===== config.mk =====
export PLATFORM = sky130hd
export DESIGN_NAME = mic_dll_comp_regs
export DESIGN_NICKNAME = d
export VERILOG_FILES = /design/src/mic_pkg.sv /design/src/mic_rx_tap_chain.sv /design/src/mic_dll_comp_regs.sv
export SDC_FILE = /design/constraint.sdc
export NUM_CORES = 1
export LEC_CHECK = 0
export BUFFER_PORTS_ARGS = -buffer_cell sky130_fd_sc_hd__clkbuf_2
export CORE_ASPECT_RATIO = 1.5
export CORE_UTILIZATION = 48
export DETAILED_ROUTE_END_ITERATION = 6
export GPL_TIMING_DRIVEN = 0
export PLACE_DENSITY = 0.89
export SYNTH_ARGS = -nofsm -noshare
export SYNTH_HDL_FRONTEND = slang
export SYNTH_SLANG_ARGS = --single-unit

===== constraint.sdc =====
create_clock -name i_clk -period 2.16 [get_ports i_clk]
set_input_delay 0.216 -clock i_clk [delete_from_list [all_inputs] [get_ports i_clk]]
set_output_delay 0.216 -clock i_clk [all_outputs]
set_load 0.005 [all_outputs]

===== src/mic_pkg.sv =====
// ----------------------------------------------------------------------------
// shared constants and types for the memory i/o compensation and dll controls
// ----------------------------------------------------------------------------
package mic_pkg;

	// bus geometry
	localparam int unsigned MIC_ADDR_W = 8;
	localparam int unsigned MIC_DATA_W = 32;
	localparam int unsigned MIC_BE_W = 4;

	// register byte offsets
	localparam logic [7:0] MIC_COMP_OFS = 8'h98;
	localparam logic [7:0] MIC_DLL_OFS = 8'h9C;
	localparam logic [7:0] MIC_RXTAP_OFS = 8'hC0;

	// field positions in the compensation register
	localparam int unsigned MIC_VERT_OVR_BIT = 31;
	localparam int unsigned MIC_VERT_P_LSB = 20;
	localparam int unsigned MIC_VERT_N_LSB = 16;
	localparam int unsigned MIC_HORIZ_OVR_BIT = 15;
	localparam int unsigned MIC_HORIZ_P_LSB = 4;
	localparam int unsigned MIC_HORIZ_N_LSB = 0;
	localparam int unsigned MIC_CODE_W = 3;

	// field positions in the dll and tap registers
	localparam int unsigned MIC_TX_DIS_BIT = 15;
	localparam int unsigned MIC_RX_TAP_LSB = 0;
	localparam int unsigned MIC_TAP_W = 3;
	localparam int unsigned MIC_TAP_COUNT = 8;

	// implemented bits per register, everything else reads as zero
	localparam logic [31:0] MIC_COMP_MASK = 32'h8077_8077;
	localparam logic [31:0] MIC_DLL_MASK = 32'h0000_8000;
	localparam logic [31:0] MIC_RXTAP_MASK = 32'h0000_0007;

	// values after reset
	localparam logic MIC_OVR_RST = 1'b0;
	localparam logic MIC_TX_DIS_RST = 1'b0;
	localparam logic [2:0] MIC_RX_TAP_RST = 3'h0;
	localparam logic [2:0] MIC_CODE_RST = 3'h0;
	localparam logic [31:0] MIC_RDATA_RST = 32'h0000_0000;

	// cycles from a taken request to waitrequest low
	localparam int unsigned MIC_BUS_LATENCY = 1;

	// one pair of drive codes for a buffer orientation
	typedef struct packed {
		logic [2:0] pchan;
		logic [2:0] nchan;
	} mic_code_s;

	// bus slave sequencing
	typedef enum logic [1:0] {
		MIC_BUS_IDLE = 2'b01,
		MIC_BUS_ACK = 2'b10
	} mic_bus_state_e;

	// whole state of the register block
	typedef struct packed {
		mic_bus_state_e bus_st;
		logic [31:0] rdata;
		logic vert_ovr;
		logic horiz_ovr;
		mic_code_s vert_sw;
		mic_code_s horiz_sw;
		mic_code_s vert_apply;
		mic_code_s horiz_apply;
		logic tx_dis;
		logic [2:0] rx_tap;
	} mic_regs_s;

	// whole state of the receive tap chain
	typedef struct packed {
		logic [6:0] stage;
		logic out;
	} mic_chain_s;

endpackage


===== src/mic_rx_tap_chain.sv =====
`timescale 1ns/1ps

// ----------------------------------------------------------------------------
// eight-tap delay chain for the read-capture clock
// ----------------------------------------------------------------------------
module mic_rx_tap_chain (
	// clock and reset
	input wire logic i_clk,
	input wire logic i_rst,
	// source and tap choice
	input wire logic i_src,
	input wire logic [mic_pkg::MIC_TAP_W-1:0] i_tap_sel,
	// delayed copy
	output logic o_tapped
);
	import mic_pkg::*;

	mic_chain_s s_q;
	mic_chain_s s_d;
	logic [MIC_TAP_COUNT-1:0] tap;

	// tap zero is the undelayed source, each later tap adds one stage
	assign tap[0] = i_src;
	generate
		for (genvar k = 1; k < MIC_TAP_COUNT; k++) begin : g_tap
			assign tap[k] = s_q.stage[k-1];
		end
	endgenerate

	// shift the chain and pick the selected tap
	always_comb begin
		s_d = s_q;
		s_d.stage = {s_q.stage[5:0], i_src};
		s_d.out = tap[i_tap_sel];
	end

	// state register
	always_ff @(posedge i_clk or posedge i_rst) begin
		if (i_rst) begin
			s_q <= '0;
		end else begin
			s_q <= s_d;
		end
	end

	assign o_tapped = s_q.out;
endmodule // mic_rx_tap_chain


===== src/mic_dll_comp_regs.sv =====
`timescale 1ns/1ps

// ----------------------------------------------------------------------------
// compensation override and memory clock dll control registers
// ----------------------------------------------------------------------------
module mic_dll_comp_regs (
	// clock and reset
	input wire logic i_clk,
	input wire logic i_rst,
	// avalon-mm slave
	input wire logic [mic_pkg::MIC_ADDR_W-1:0] i_avs_address,
	input wire logic i_avs_read,
	input wire logic i_avs_write,
	input wire logic [mic_pkg::MIC_DATA_W-1:0] i_avs_writedata,
	input wire logic [mic_pkg::MIC_BE_W-1:0] i_avs_byteenable,
	output logic [mic_pkg::MIC_DATA_W-1:0] o_avs_readdata,
	output logic o_avs_waitrequest,
	// live codes from the compensation logic
	input wire mic_pkg::mic_code_s i_vert_live,
	input wire mic_pkg::mic_code_s i_horiz_live,
	// codes driven to the buffers and compensation run enables
	output mic_pkg::mic_code_s o_vert_code,
	output mic_pkg::mic_code_s o_horiz_code,
	output logic o_vert_comp_run,
	output logic o_horiz_comp_run,
	// delay loop controls
	output logic o_tx_delay_loop_en,
	output logic o_tx_delay_loop_bypass,
	output logic o_rx_delay_loop_bypass,
	// memory clock in, delayed capture clock out
	input wire logic i_mem_clk_smp,
	output logic o_rx_cap_clk
);
	import mic_pkg::*;

	// ------------------------------------------------------------------------
	// decode helpers
	// ------------------------------------------------------------------------

	// true when the word address matches a register offset
	function automatic logic reg_hit(input logic [7:0] addr, input logic [7:0] ofs);
		reg_hit = (addr[7:2] == ofs[7:2]);
	endfunction

	// ------------------------------------------------------------------------
	// state and request decode
	// ------------------------------------------------------------------------

	mic_regs_s s_q;
	mic_regs_s s_d;
	logic req;
	logic commit_wr;
	logic take_rd;
	logic hit_comp;
	logic hit_dll;
	logic hit_rxtap;
	logic new_vovr;
	logic new_hovr;
	mic_code_s vert_view;
	mic_code_s horiz_view;
	logic [31:0] rd_word;

	// request seen and the two moments that matter
	assign req = i_avs_read | i_avs_write;
	assign commit_wr = i_avs_write & (s_q.bus_st == MIC_BUS_ACK);
	assign take_rd = i_avs_read & (s_q.bus_st == MIC_BUS_IDLE);

	// register select
	assign hit_comp = reg_hit(i_avs_address, MIC_COMP_OFS);
	assign hit_dll = reg_hit(i_avs_address, MIC_DLL_OFS);
	assign hit_rxtap = reg_hit(i_avs_address, MIC_RXTAP_OFS);

	// override bits as they stand after a write in this cycle
	assign new_vovr = (commit_wr & hit_comp & i_avs_byteenable[3]) ?
		i_avs_writedata[MIC_VERT_OVR_BIT] : s_q.vert_ovr;
	assign new_hovr = (commit_wr & hit_comp & i_avs_byteenable[1]) ?
		i_avs_writedata[MIC_HORIZ_OVR_BIT] : s_q.horiz_ovr;

	// code seen by software: live outside override, stored under it
	assign vert_view = s_q.vert_ovr ? s_q.vert_sw : i_vert_live;
	assign horiz_view = s_q.horiz_ovr ? s_q.horiz_sw : i_horiz_live;

	// ------------------------------------------------------------------------
	// read mux
	// ------------------------------------------------------------------------

	// assemble the addressed word, reserved bits stay zero
	always_comb begin
		rd_word = 32'h0000_0000;
		if (hit_comp) begin
			rd_word[MIC_VERT_OVR_BIT] = s_q.vert_ovr;
			rd_word[MIC_VERT_P_LSB +: MIC_CODE_W] = vert_view.pchan;
			rd_word[MIC_VERT_N_LSB +: MIC_CODE_W] = vert_view.nchan;
			rd_word[MIC_HORIZ_OVR_BIT] = s_q.horiz_ovr;
			rd_word[MIC_HORIZ_P_LSB +: MIC_CODE_W] = horiz_view.pchan;
			rd_word[MIC_HORIZ_N_LSB +: MIC_CODE_W] = horiz_view.nchan;
		end else if (hit_dll) begin
			rd_word[MIC_TX_DIS_BIT] = s_q.tx_dis;
		end else if (hit_rxtap) begin
			rd_word[MIC_RX_TAP_LSB +: MIC_TAP_W] = s_q.rx_tap;
		end
	end

	// ------------------------------------------------------------------------
	// next state
	// ------------------------------------------------------------------------

	// bus sequencing, register writes and code steering
	always_comb begin
		s_d = s_q;

		// two-cycle handshake: take the request, then release waitrequest
		case (s_q.bus_st)
			MIC_BUS_IDLE: begin
				if (req) begin
					s_d.bus_st = MIC_BUS_ACK;
				end
			end
			MIC_BUS_ACK: begin
				s_d.bus_st = MIC_BUS_IDLE;
			end
			default: begin
				s_d.bus_st = MIC_BUS_IDLE;
			end
		endcase

		// read data is loaded early so it stands when waitrequest drops
		if (take_rd) begin
			s_d.rdata = rd_word & (hit_comp ? MIC_COMP_MASK : 32'hFFFF_FFFF);
		end

		// outside override the stored codes track compensation
		if (!s_q.vert_ovr) begin
			s_d.vert_sw = i_vert_live;
		end
		if (!s_q.horiz_ovr) begin
			s_d.horiz_sw = i_horiz_live;
		end

		// compensation register write, reserved bits are dropped
		if (commit_wr && hit_comp) begin
			s_d.vert_ovr = new_vovr;
			s_d.horiz_ovr = new_hovr;
			if (new_vovr && i_avs_byteenable[2]) begin
				s_d.vert_sw.pchan = i_avs_writedata[MIC_VERT_P_LSB +: MIC_CODE_W];
				s_d.vert_sw.nchan = i_avs_writedata[MIC_VERT_N_LSB +: MIC_CODE_W];
			end
			if (new_hovr && i_avs_byteenable[0]) begin
				s_d.horiz_sw.pchan = i_avs_writedata[MIC_HORIZ_P_LSB +: MIC_CODE_W];
				s_d.horiz_sw.nchan = i_avs_writedata[MIC_HORIZ_N_LSB +: MIC_CODE_W];
			end
		end

		// dll register write, only bit 15 is kept
		if (commit_wr && hit_dll && i_avs_byteenable[1]) begin
			s_d.tx_dis = i_avs_writedata[MIC_TX_DIS_BIT];
		end

		// receive tap register write
		if (commit_wr && hit_rxtap && i_avs_byteenable[0]) begin
			s_d.rx_tap = i_avs_writedata[MIC_RX_TAP_LSB +: MIC_TAP_W];
		end

		// codes driven to the buffers
		s_d.vert_apply = s_d.vert_ovr ? s_d.vert_sw : i_vert_live;
		s_d.horiz_apply = s_d.horiz_ovr ? s_d.horiz_sw : i_horiz_live;
	end

	// ------------------------------------------------------------------------
	// state register
	// ------------------------------------------------------------------------

	// reset to override off, transmit dll on, tap zero
	always_ff @(posedge i_clk or posedge i_rst) begin
		if (i_rst) begin
			s_q.bus_st <= MIC_BUS_IDLE;
			s_q.rdata <= MIC_RDATA_RST;
			s_q.vert_ovr <= MIC_OVR_RST;
			s_q.horiz_ovr <= MIC_OVR_RST;
			s_q.vert_sw <= {MIC_CODE_RST, MIC_CODE_RST};
			s_q.horiz_sw <= {MIC_CODE_RST, MIC_CODE_RST};
			s_q.vert_apply <= {MIC_CODE_RST, MIC_CODE_RST};
			s_q.horiz_apply <= {MIC_CODE_RST, MIC_CODE_RST};
			s_q.tx_dis <= MIC_TX_DIS_RST;
			s_q.rx_tap <= MIC_RX_TAP_RST;
		end else begin
			s_q <= s_d;
		end
	end

	// ------------------------------------------------------------------------
	// receive delay chain
	// ------------------------------------------------------------------------

	// capture clock is the memory clock through the selected tap
	mic_rx_tap_chain u_rx_chain (
		.i_clk(i_clk),
		.i_rst(i_rst),
		.i_src(i_mem_clk_smp),
		.i_tap_sel(s_q.rx_tap),
		.o_tapped(o_rx_cap_clk)
	);

	// ------------------------------------------------------------------------
	// outputs
	// ------------------------------------------------------------------------

	// bus answers
	assign o_avs_waitrequest = req & (s_q.bus_st != MIC_BUS_ACK);
	assign o_avs_readdata = s_q.rdata;

	// compensation steering
	assign o_vert_code = s_q.vert_apply;
	assign o_horiz_code = s_q.horiz_apply;
	assign o_vert_comp_run = ~s_q.vert_ovr;
	assign o_horiz_comp_run = ~s_q.horiz_ovr;

	// dll steering, receive loop never enabled
	assign o_tx_delay_loop_en = ~s_q.tx_dis;
	assign o_tx_delay_loop_bypass = s_q.tx_dis;
	assign o_rx_delay_loop_bypass = 1'b1;

	// helper: set once software has written the dll register
	logic tx_touched_q;
	always_ff @(posedge i_clk or posedge i_rst) begin
		if (i_rst) begin
			tx_touched_q <= 1'b0;
		end else if (commit_wr && hit_dll) begin
			tx_touched_q <= 1'b1;
		end
	end
endmodule // mic_dll_comp_regs


==> impl_metrics.json, run 1 <==
{
  "status": "completed",
  "crit_buf_inv": 0,
  "wl_per_cell_um": 13.9,
  "critPathLaunchType": "flip-flop",
  "synth_seq_cells": 54,
  "multi_input_area_um2": 1070,
  "worst_pin_slew_ns": 0.647,
  "cts_max_level": 2,
  "max_slew_margin_pct": 55.6,
  "synth_enable_flop_cells": 0,
  "final_area_um2": 3410,
  "critPathMaxFanout": 7,
  "cts_hold_buf": 1,
  "die_w_um": 64.0,
  "clk_pin_slew_ns": 0.10,
  "swShare_pct": 27.4,
  "hold_ws_ns": 0.0369,
  "post_cts_buffers": 0,
  "cts.sinks": 54,
  "synth_cell_types": 32,
  "ys.warnings.count": 0,
  "setup_violations": 0,
  "end_kind": "flip-flop",
  "critical_path.slowest_cell": "dfstp_2",
  "first_iter_violations": 99,
  "seq_area_um2": 1350,
  "cts_buffers": 5,
  "vias_per_cell": 5.12,
  "cts_tree": "yes",
  "die_height_um": 95.0,
  "gp_congestion": 0.833,
  "crit_path_cell_trace": "and3b_1 -> nand4_1 -> mux2i_4 -> mux2_2",
  "ir_worst_vdd_uv": 379,
  "syn_inst": 250,
  "skew_ns": 0.00935,
  "vias": 2144,
  "clock_path_buffers": 2,
  "antenna_found_initial": 0,
  "min_period_ns": 1.84,
  "drive_gt1_share_pct": 43.6,
  "final_common_cell": "clkbuf_2",
  "fill_cells": 470,
  "num-nets-final": 409,
  "final_util_pct": 61.6,
  "synth_ff_type": "dfrtp_1",
  "detail-route-antenna-nets": 0,
  "cts_resized": 0,
  "power_frac_seq_pct": 53.6,
  "p_sw_mw": 0.573,
  "rsz0062_at_grt": "false",
  "drt-total-wl_um": 5810,
  "num_antenna_cells": 0,
  "grt_overflow_total": 0,
  "rows": 33,
  "hold_path.class": "in2reg",
  "netlist_area_um2": 2770,
  "layout_setup_ws_ns": 0.317,
  "die_area_um2": 6080,
  "finalMaxSlewViolations": 0,
  "clockPowerShare_pct": 28.8,
  "grt_pass1_vias": 2055,
  "final_cells": 419,
  "grt_first_pass_wirelength_um": 9400,
  "critPathMaxStageDelay_ns": 0.56,
  "ys_seq_area_share_pct": 48.8,
  "place_area_um2": 3300,
  "synth_top_area_share_pct": 47.9,
  "dr.pass1.iters": 4,
  "dp_slack_ns": 0.306,
  "layout_common_cells": "clkbuf_2, dfrtp_1, buf_4",
  "yosys-top-cells-area": "dfrtp_1, buf_4, mux2_2",
  "p_int_mw": 1.51,
  "hold_viol": 0,
  "dp_cells": 410,
  "insertion_delay_ns": 0.31,
  "area_growth_pct": 23.1,
  "start_util_pct": 50.1,
  "maxCapViolCount": 0,
  "syn_avg_cell_area_um2": 11.1,
  "drc": 0,
  "core_um2": 5530,
  "track_usage_pct": 20.3,
  "finalCritPeriodShare_pct": 85.3,
  "synth_top_area_cell": "dfrtp_1",
  "io_buffers": 72,
  "async_flop_share_pct": 100,
  "cp.required_ns": 2.36,
  "worstPathArrival_ns": 2.04,
  "combPwrFrac_pct": 17.5,
  "fmax_mhz": 543,
  "cellPowerDensity_nw_per_um2": 612,
  "critical_path_class": "reg2reg",
  "dpl.hpwl_um": 4580,
  "pin_count": 112,
  "clock-root-buffer": "clkbuf_8",
  "leakagePower_nw": 1.81,
  "path_delay_family": "multiplexers",
  "grt_max_degree": 29,
  "power.total_mw": 2.09,
  "fin_setup_tns_ns": 0
}
## registers in the layout, indices dropped and copies added (netlist names)
signal,cells
s_q,19
o_avs_readdata,14
o_horiz_code,6
o_vert_code,6
u_rx_chain.s_d,6
o_tx_delay_loop_bypass,1
u_rx_chain.o_tapped,1
u_rx_chain.s_q,1
## synth_stat cells, types with 2 or more instances
cell type,instances
dfrtp_1,53
buf_4,45
a21oi_1,19
nand2_1,17
mux2_2,14
o31ai_1,12
and2_1,11
mux2i_1,11
nor2_1,11
o2bb2ai_1,11
inv_1,8
o21ai_0,5
nand4_1,4
a32oi_1,3
and4b_1,3
clkbuf_1,3
buf_2,2
buf_6,2
conb_1,2
mux4_2,2
## worst reg2reg max path, stage by stage (launching register included)
cell     delay (ns)
dfstp_2        0.56
and3b_1        0.23
nand4_1        0.19
mux2i_4        0.39
mux2_2         0.38
## routing by layer
metal  share of wire, %  up-vias  track usage (%)  wire (um)
li1                   -     1010                -          -
met1                 38     1050             21.9       2180
met2                 56       68             38.0       3230
met3                3.6       16             2.27        212
met4                3.3        0             11.0        189
met5                  0        -                0          0
## power groups by stage
stage | sequential (mW) | clock, mW | combinational (mW)
2_1_floorplan | 1.13 | 0 | 0.234
3_3_place_gp | 1.13 | 0 | 0.349
3_5_place_dp | 1.14 | 0 | 0.364
4_1_cts | 1.12 | 0.608 | 0.366
5_1_grt | 1.13 | 0.645 | 0.405
6_report | 1.12 | 0.602 | 0.366
## cell type report
| class | count | share of cell area (%) |
|---|---|---|
| flip-flops and latches | 54 | 39.7 |
| plain buffers | 52 | 11.2 |
| well taps | 70 | 2.57 |
| clock inverters | 2 | 0.477 |
| clock buffers | 6 | 2.42 |
| multi-input cells | 152 | 31.3 |
| repair buffers | 74 | 11.4 |
| inverters | 9 | 0.990 |
## cells by family (layout without fill, tap and decap cells)
| family | Yosys count | after routing | synth area share [%] |
|---|---|---|---|
| AO/OA/AOI/OAI | 50 | 50 | 12.0 |
| buffers and inverters | 61 | 143 | 15.0 |
| flip-flops | 54 | 54 | 48.8 |
| multiplexers | 29 | 29 | 12.6 |
| other | 2 | 19 | 0.271 |
| AND/OR/NAND/NOR | 54 | 54 | 11.2 |
## final timing paths
path                                   start                 to  slack, ns  cells past startpoint
max                                  s_q[62]    o_horiz_code[1]       0.32                      4
min                            i_mem_clk_smp  u_rx_chain.s_d[2]       0.04                      1
max reg2reg                          s_q[62]    o_horiz_code[1]       0.32                      4
min reg2reg                u_rx_chain.s_d[5]  u_rx_chain.s_d[6]       0.38                      0
max in group asynchronous              i_rst            s_q[19]       1.10                      4
min in group asynchronous              i_rst     o_vert_code[5]       0.50                      3
Note: power is estimated with default switching activity, not from simulation.
==> inputs of run 2 (changes only) <==
--- a/config.mk
+++ b/config.mk
@@ -8,8 +8,8 @@
 export BUFFER_PORTS_ARGS = -buffer_cell sky130_fd_sc_hd__clkbuf_2
 export CORE_ASPECT_RATIO = 1.5
 export CORE_UTILIZATION = 48
+export CTS_CLUSTER_DIAMETER = 50
 export DETAILED_ROUTE_END_ITERATION = 6
-export GPL_TIMING_DRIVEN = 0
 export PLACE_DENSITY = 0.89
 export SYNTH_ARGS = -nofsm -noshare
 export SYNTH_HDL_FRONTEND = slang
==> run 2 against run 1 <==
Effect of this change: hold slack gained 0.012 ns; total power shrank 5.6%; die area is the same; wire length shrank 7.7%; clock power shrank 9.3%; largest cell class unchanged; register-to-register slack lost 0.03 ns.
==> impl_metrics.json, run 2 (synthesis results as in run 1) <==
{
  "status": "completed",
  "cp.required_ns": 2.35,
  "dpl.hpwl_um": 4130,
  "insertion_delay_ns": 0.30,
  "num_antenna_cells": 0,
  "clock-root-buffer": "clkbuf_8",
  "largest_register": "s_q",
  "critical_path_class": "reg2reg",
  "layout_common_cells": "clkbuf_2, dfrtp_1, a21oi_1, conb_1, nand2_1",
  "first_iter_violations": 138,
  "area_growth_pct": 9.98,
  "cts_buffers": 5,
  "cts.sinks": 54,
  "critical_path.slowest_cell": "dfstp_2",
  "grt_max_degree": 55,
  "cts_resized": 0,
  "power.total_mw": 1.97,
  "gr-max-usage-layer": "met2",
  "drc": 0,
  "final_common_cell": "clkbuf_2",
  "grt_overflow_total": 0,
  "cts_hold_buf": 0,
  "finalCritPeriodShare_pct": 86.5,
  "drt-total-wl_um": 5360,
  "post_cts_buffers": 0,
  "dr.pass1.iters": 5,
  "pin_count": 112,
  "io_buffers": 72,
  "core_um2": 5530,
  "fin_setup_tns_ns": 0,
  "detail-route-antenna-nets": 0,
  "wl_per_cell_um": 14.4,
  "grt_pass1_vias": 1855,
  "worstPathArrival_ns": 2.05,
  "met3_usage_pct": 4.07,
  "setup_violations": 0,
  "rows": 33,
  "clk_pin_slew_ns": 0.10,
  "critPathMaxStageDelay_ns": 0.56,
  "leakagePower_nw": 1.57,
  "crit_path_cell_trace": "and3b_1 -> nand4_1 -> mux2i_4 -> mux2_2",
  "die_area_um2": 6080,
  "min_period_ns": 1.87,
  "num-nets-final": 363,
  "worst_pin_slew_ns": 0.664,
  "track_usage_pct": 18.8,
  "maxCapViolCount": 0,
  "end_kind": "flip-flop",
  "skew_ns": 0.0125,
  "vias": 1910,
  "die_height_um": 95.0,
  "max_slew_margin_pct": 55.8,
  "grt_first_pass_wirelength_um": 8700,
  "rsz0062_at_grt": "false",
  "critPathLaunchType": "flip-flop",
  "clock_path_buffers": 2,
  "cellPowerDensity_nw_per_um2": 646,
  "gp_congestion": 0.843,
  "grt_use_met1_pct": 21.9,
  "critPathMaxFanout": 7,
  "worstRegToRegCells": 4,
  "hold_path.class": "in2async",
  "fill_cells": 499,
  "cts_tree": "yes",
  "cts_max_level": 2,
  "start_util_pct": 50.1,
  "use_met2_pct": 34.0,
  "ir_worst_vdd_uv": 523,
  "finalMaxSlewViolations": 0,
  "fmax_mhz": 535,
  "die_w_um": 64.0,
  "hold_viol": 0,
  "hold_ws_ns": 0.0484,
  "largest_reg_flops": 19,
  "drive_gt1_share_pct": 36.0,
  "antenna_found_initial": 0,
  "vias_per_cell": 5.12
}
[run 2: cell types whose count changed in the layout (fill, tap and decap cells not counted), sizes merged]
cell and delta:
buf -42, clkbuf -3, clkinv +2, clkinvlp -1, dlygate4sd3 -1, inv -1
[run 2: final timing paths]
| check | startpoint | end | slack (ns) |
|---|---|---|---|
| setup / recovery | s_q[62] | o_horiz_code[0] | 0.29 |
| min in group i_clk | i_mem_clk_smp | u_rx_chain.s_d[2] | 0.05 |
| hold / removal | i_rst | o_vert_code[2] | 0.05 |
| hold reg to reg | u_rx_chain.s_d[5] | u_rx_chain.s_d[6] | 0.38 |
| max in group asynchronous | i_rst | s_q[63] | 1.64 |
| setup reg to reg | s_q[62] | o_horiz_code[0] | 0.29 |
[run 2: area by class of cell]
cell class / count / area (um^2) / area share (%)
inverter: 9 / 33.8 / 1.11
sequential: 54 / 1350 / 44.4
multi-input combinational: 152 / 1070 / 35.0
clock inverter: 2 / 13.8 / 0.452
clock buffer: 6 / 72.6 / 2.38
timing repair buffer: 80 / 420 / 13.8
tap: 70 / 87.6 / 2.87
[run 2: worst max-delay path, delay by kind of cell (launching register included)]
kind | cells | cell delay, ns
simple gates | 2 | 0.43
mux | 2 | 0.77
flops | 1 | 0.56
[run 2: stage by stage]
stage / util [%] / cell area [um^2] / setup WS (ns) / cells
after floorplan: - / 2830 / 0.455 / 267
after global placement: 53.5 / 2960 / 0.341 / 365
after detailed placement: 53.5 / 2960 / 0.294 / 365
after CTS: 55.1 / 3050 / 0.291 / 373
after global routing: 55.1 / 3050 / 0.229 / 373
final: 55.1 / 3050 / 0.291 / 373
[run 2: where the power goes]
group,internal [mW],switching (mW)
clock network,0.230,0.316
registers,1.08,0.0368
logic,0.128,0.178
[run 2: routing by layer]
layer | vias to the layer above | wire length (um)
met3 | 8 | 203
li1 | 919 | -
met4 | 0 | 107
met1 | 928 | 2150
met5 | - | 0
met2 | 55 | 2900
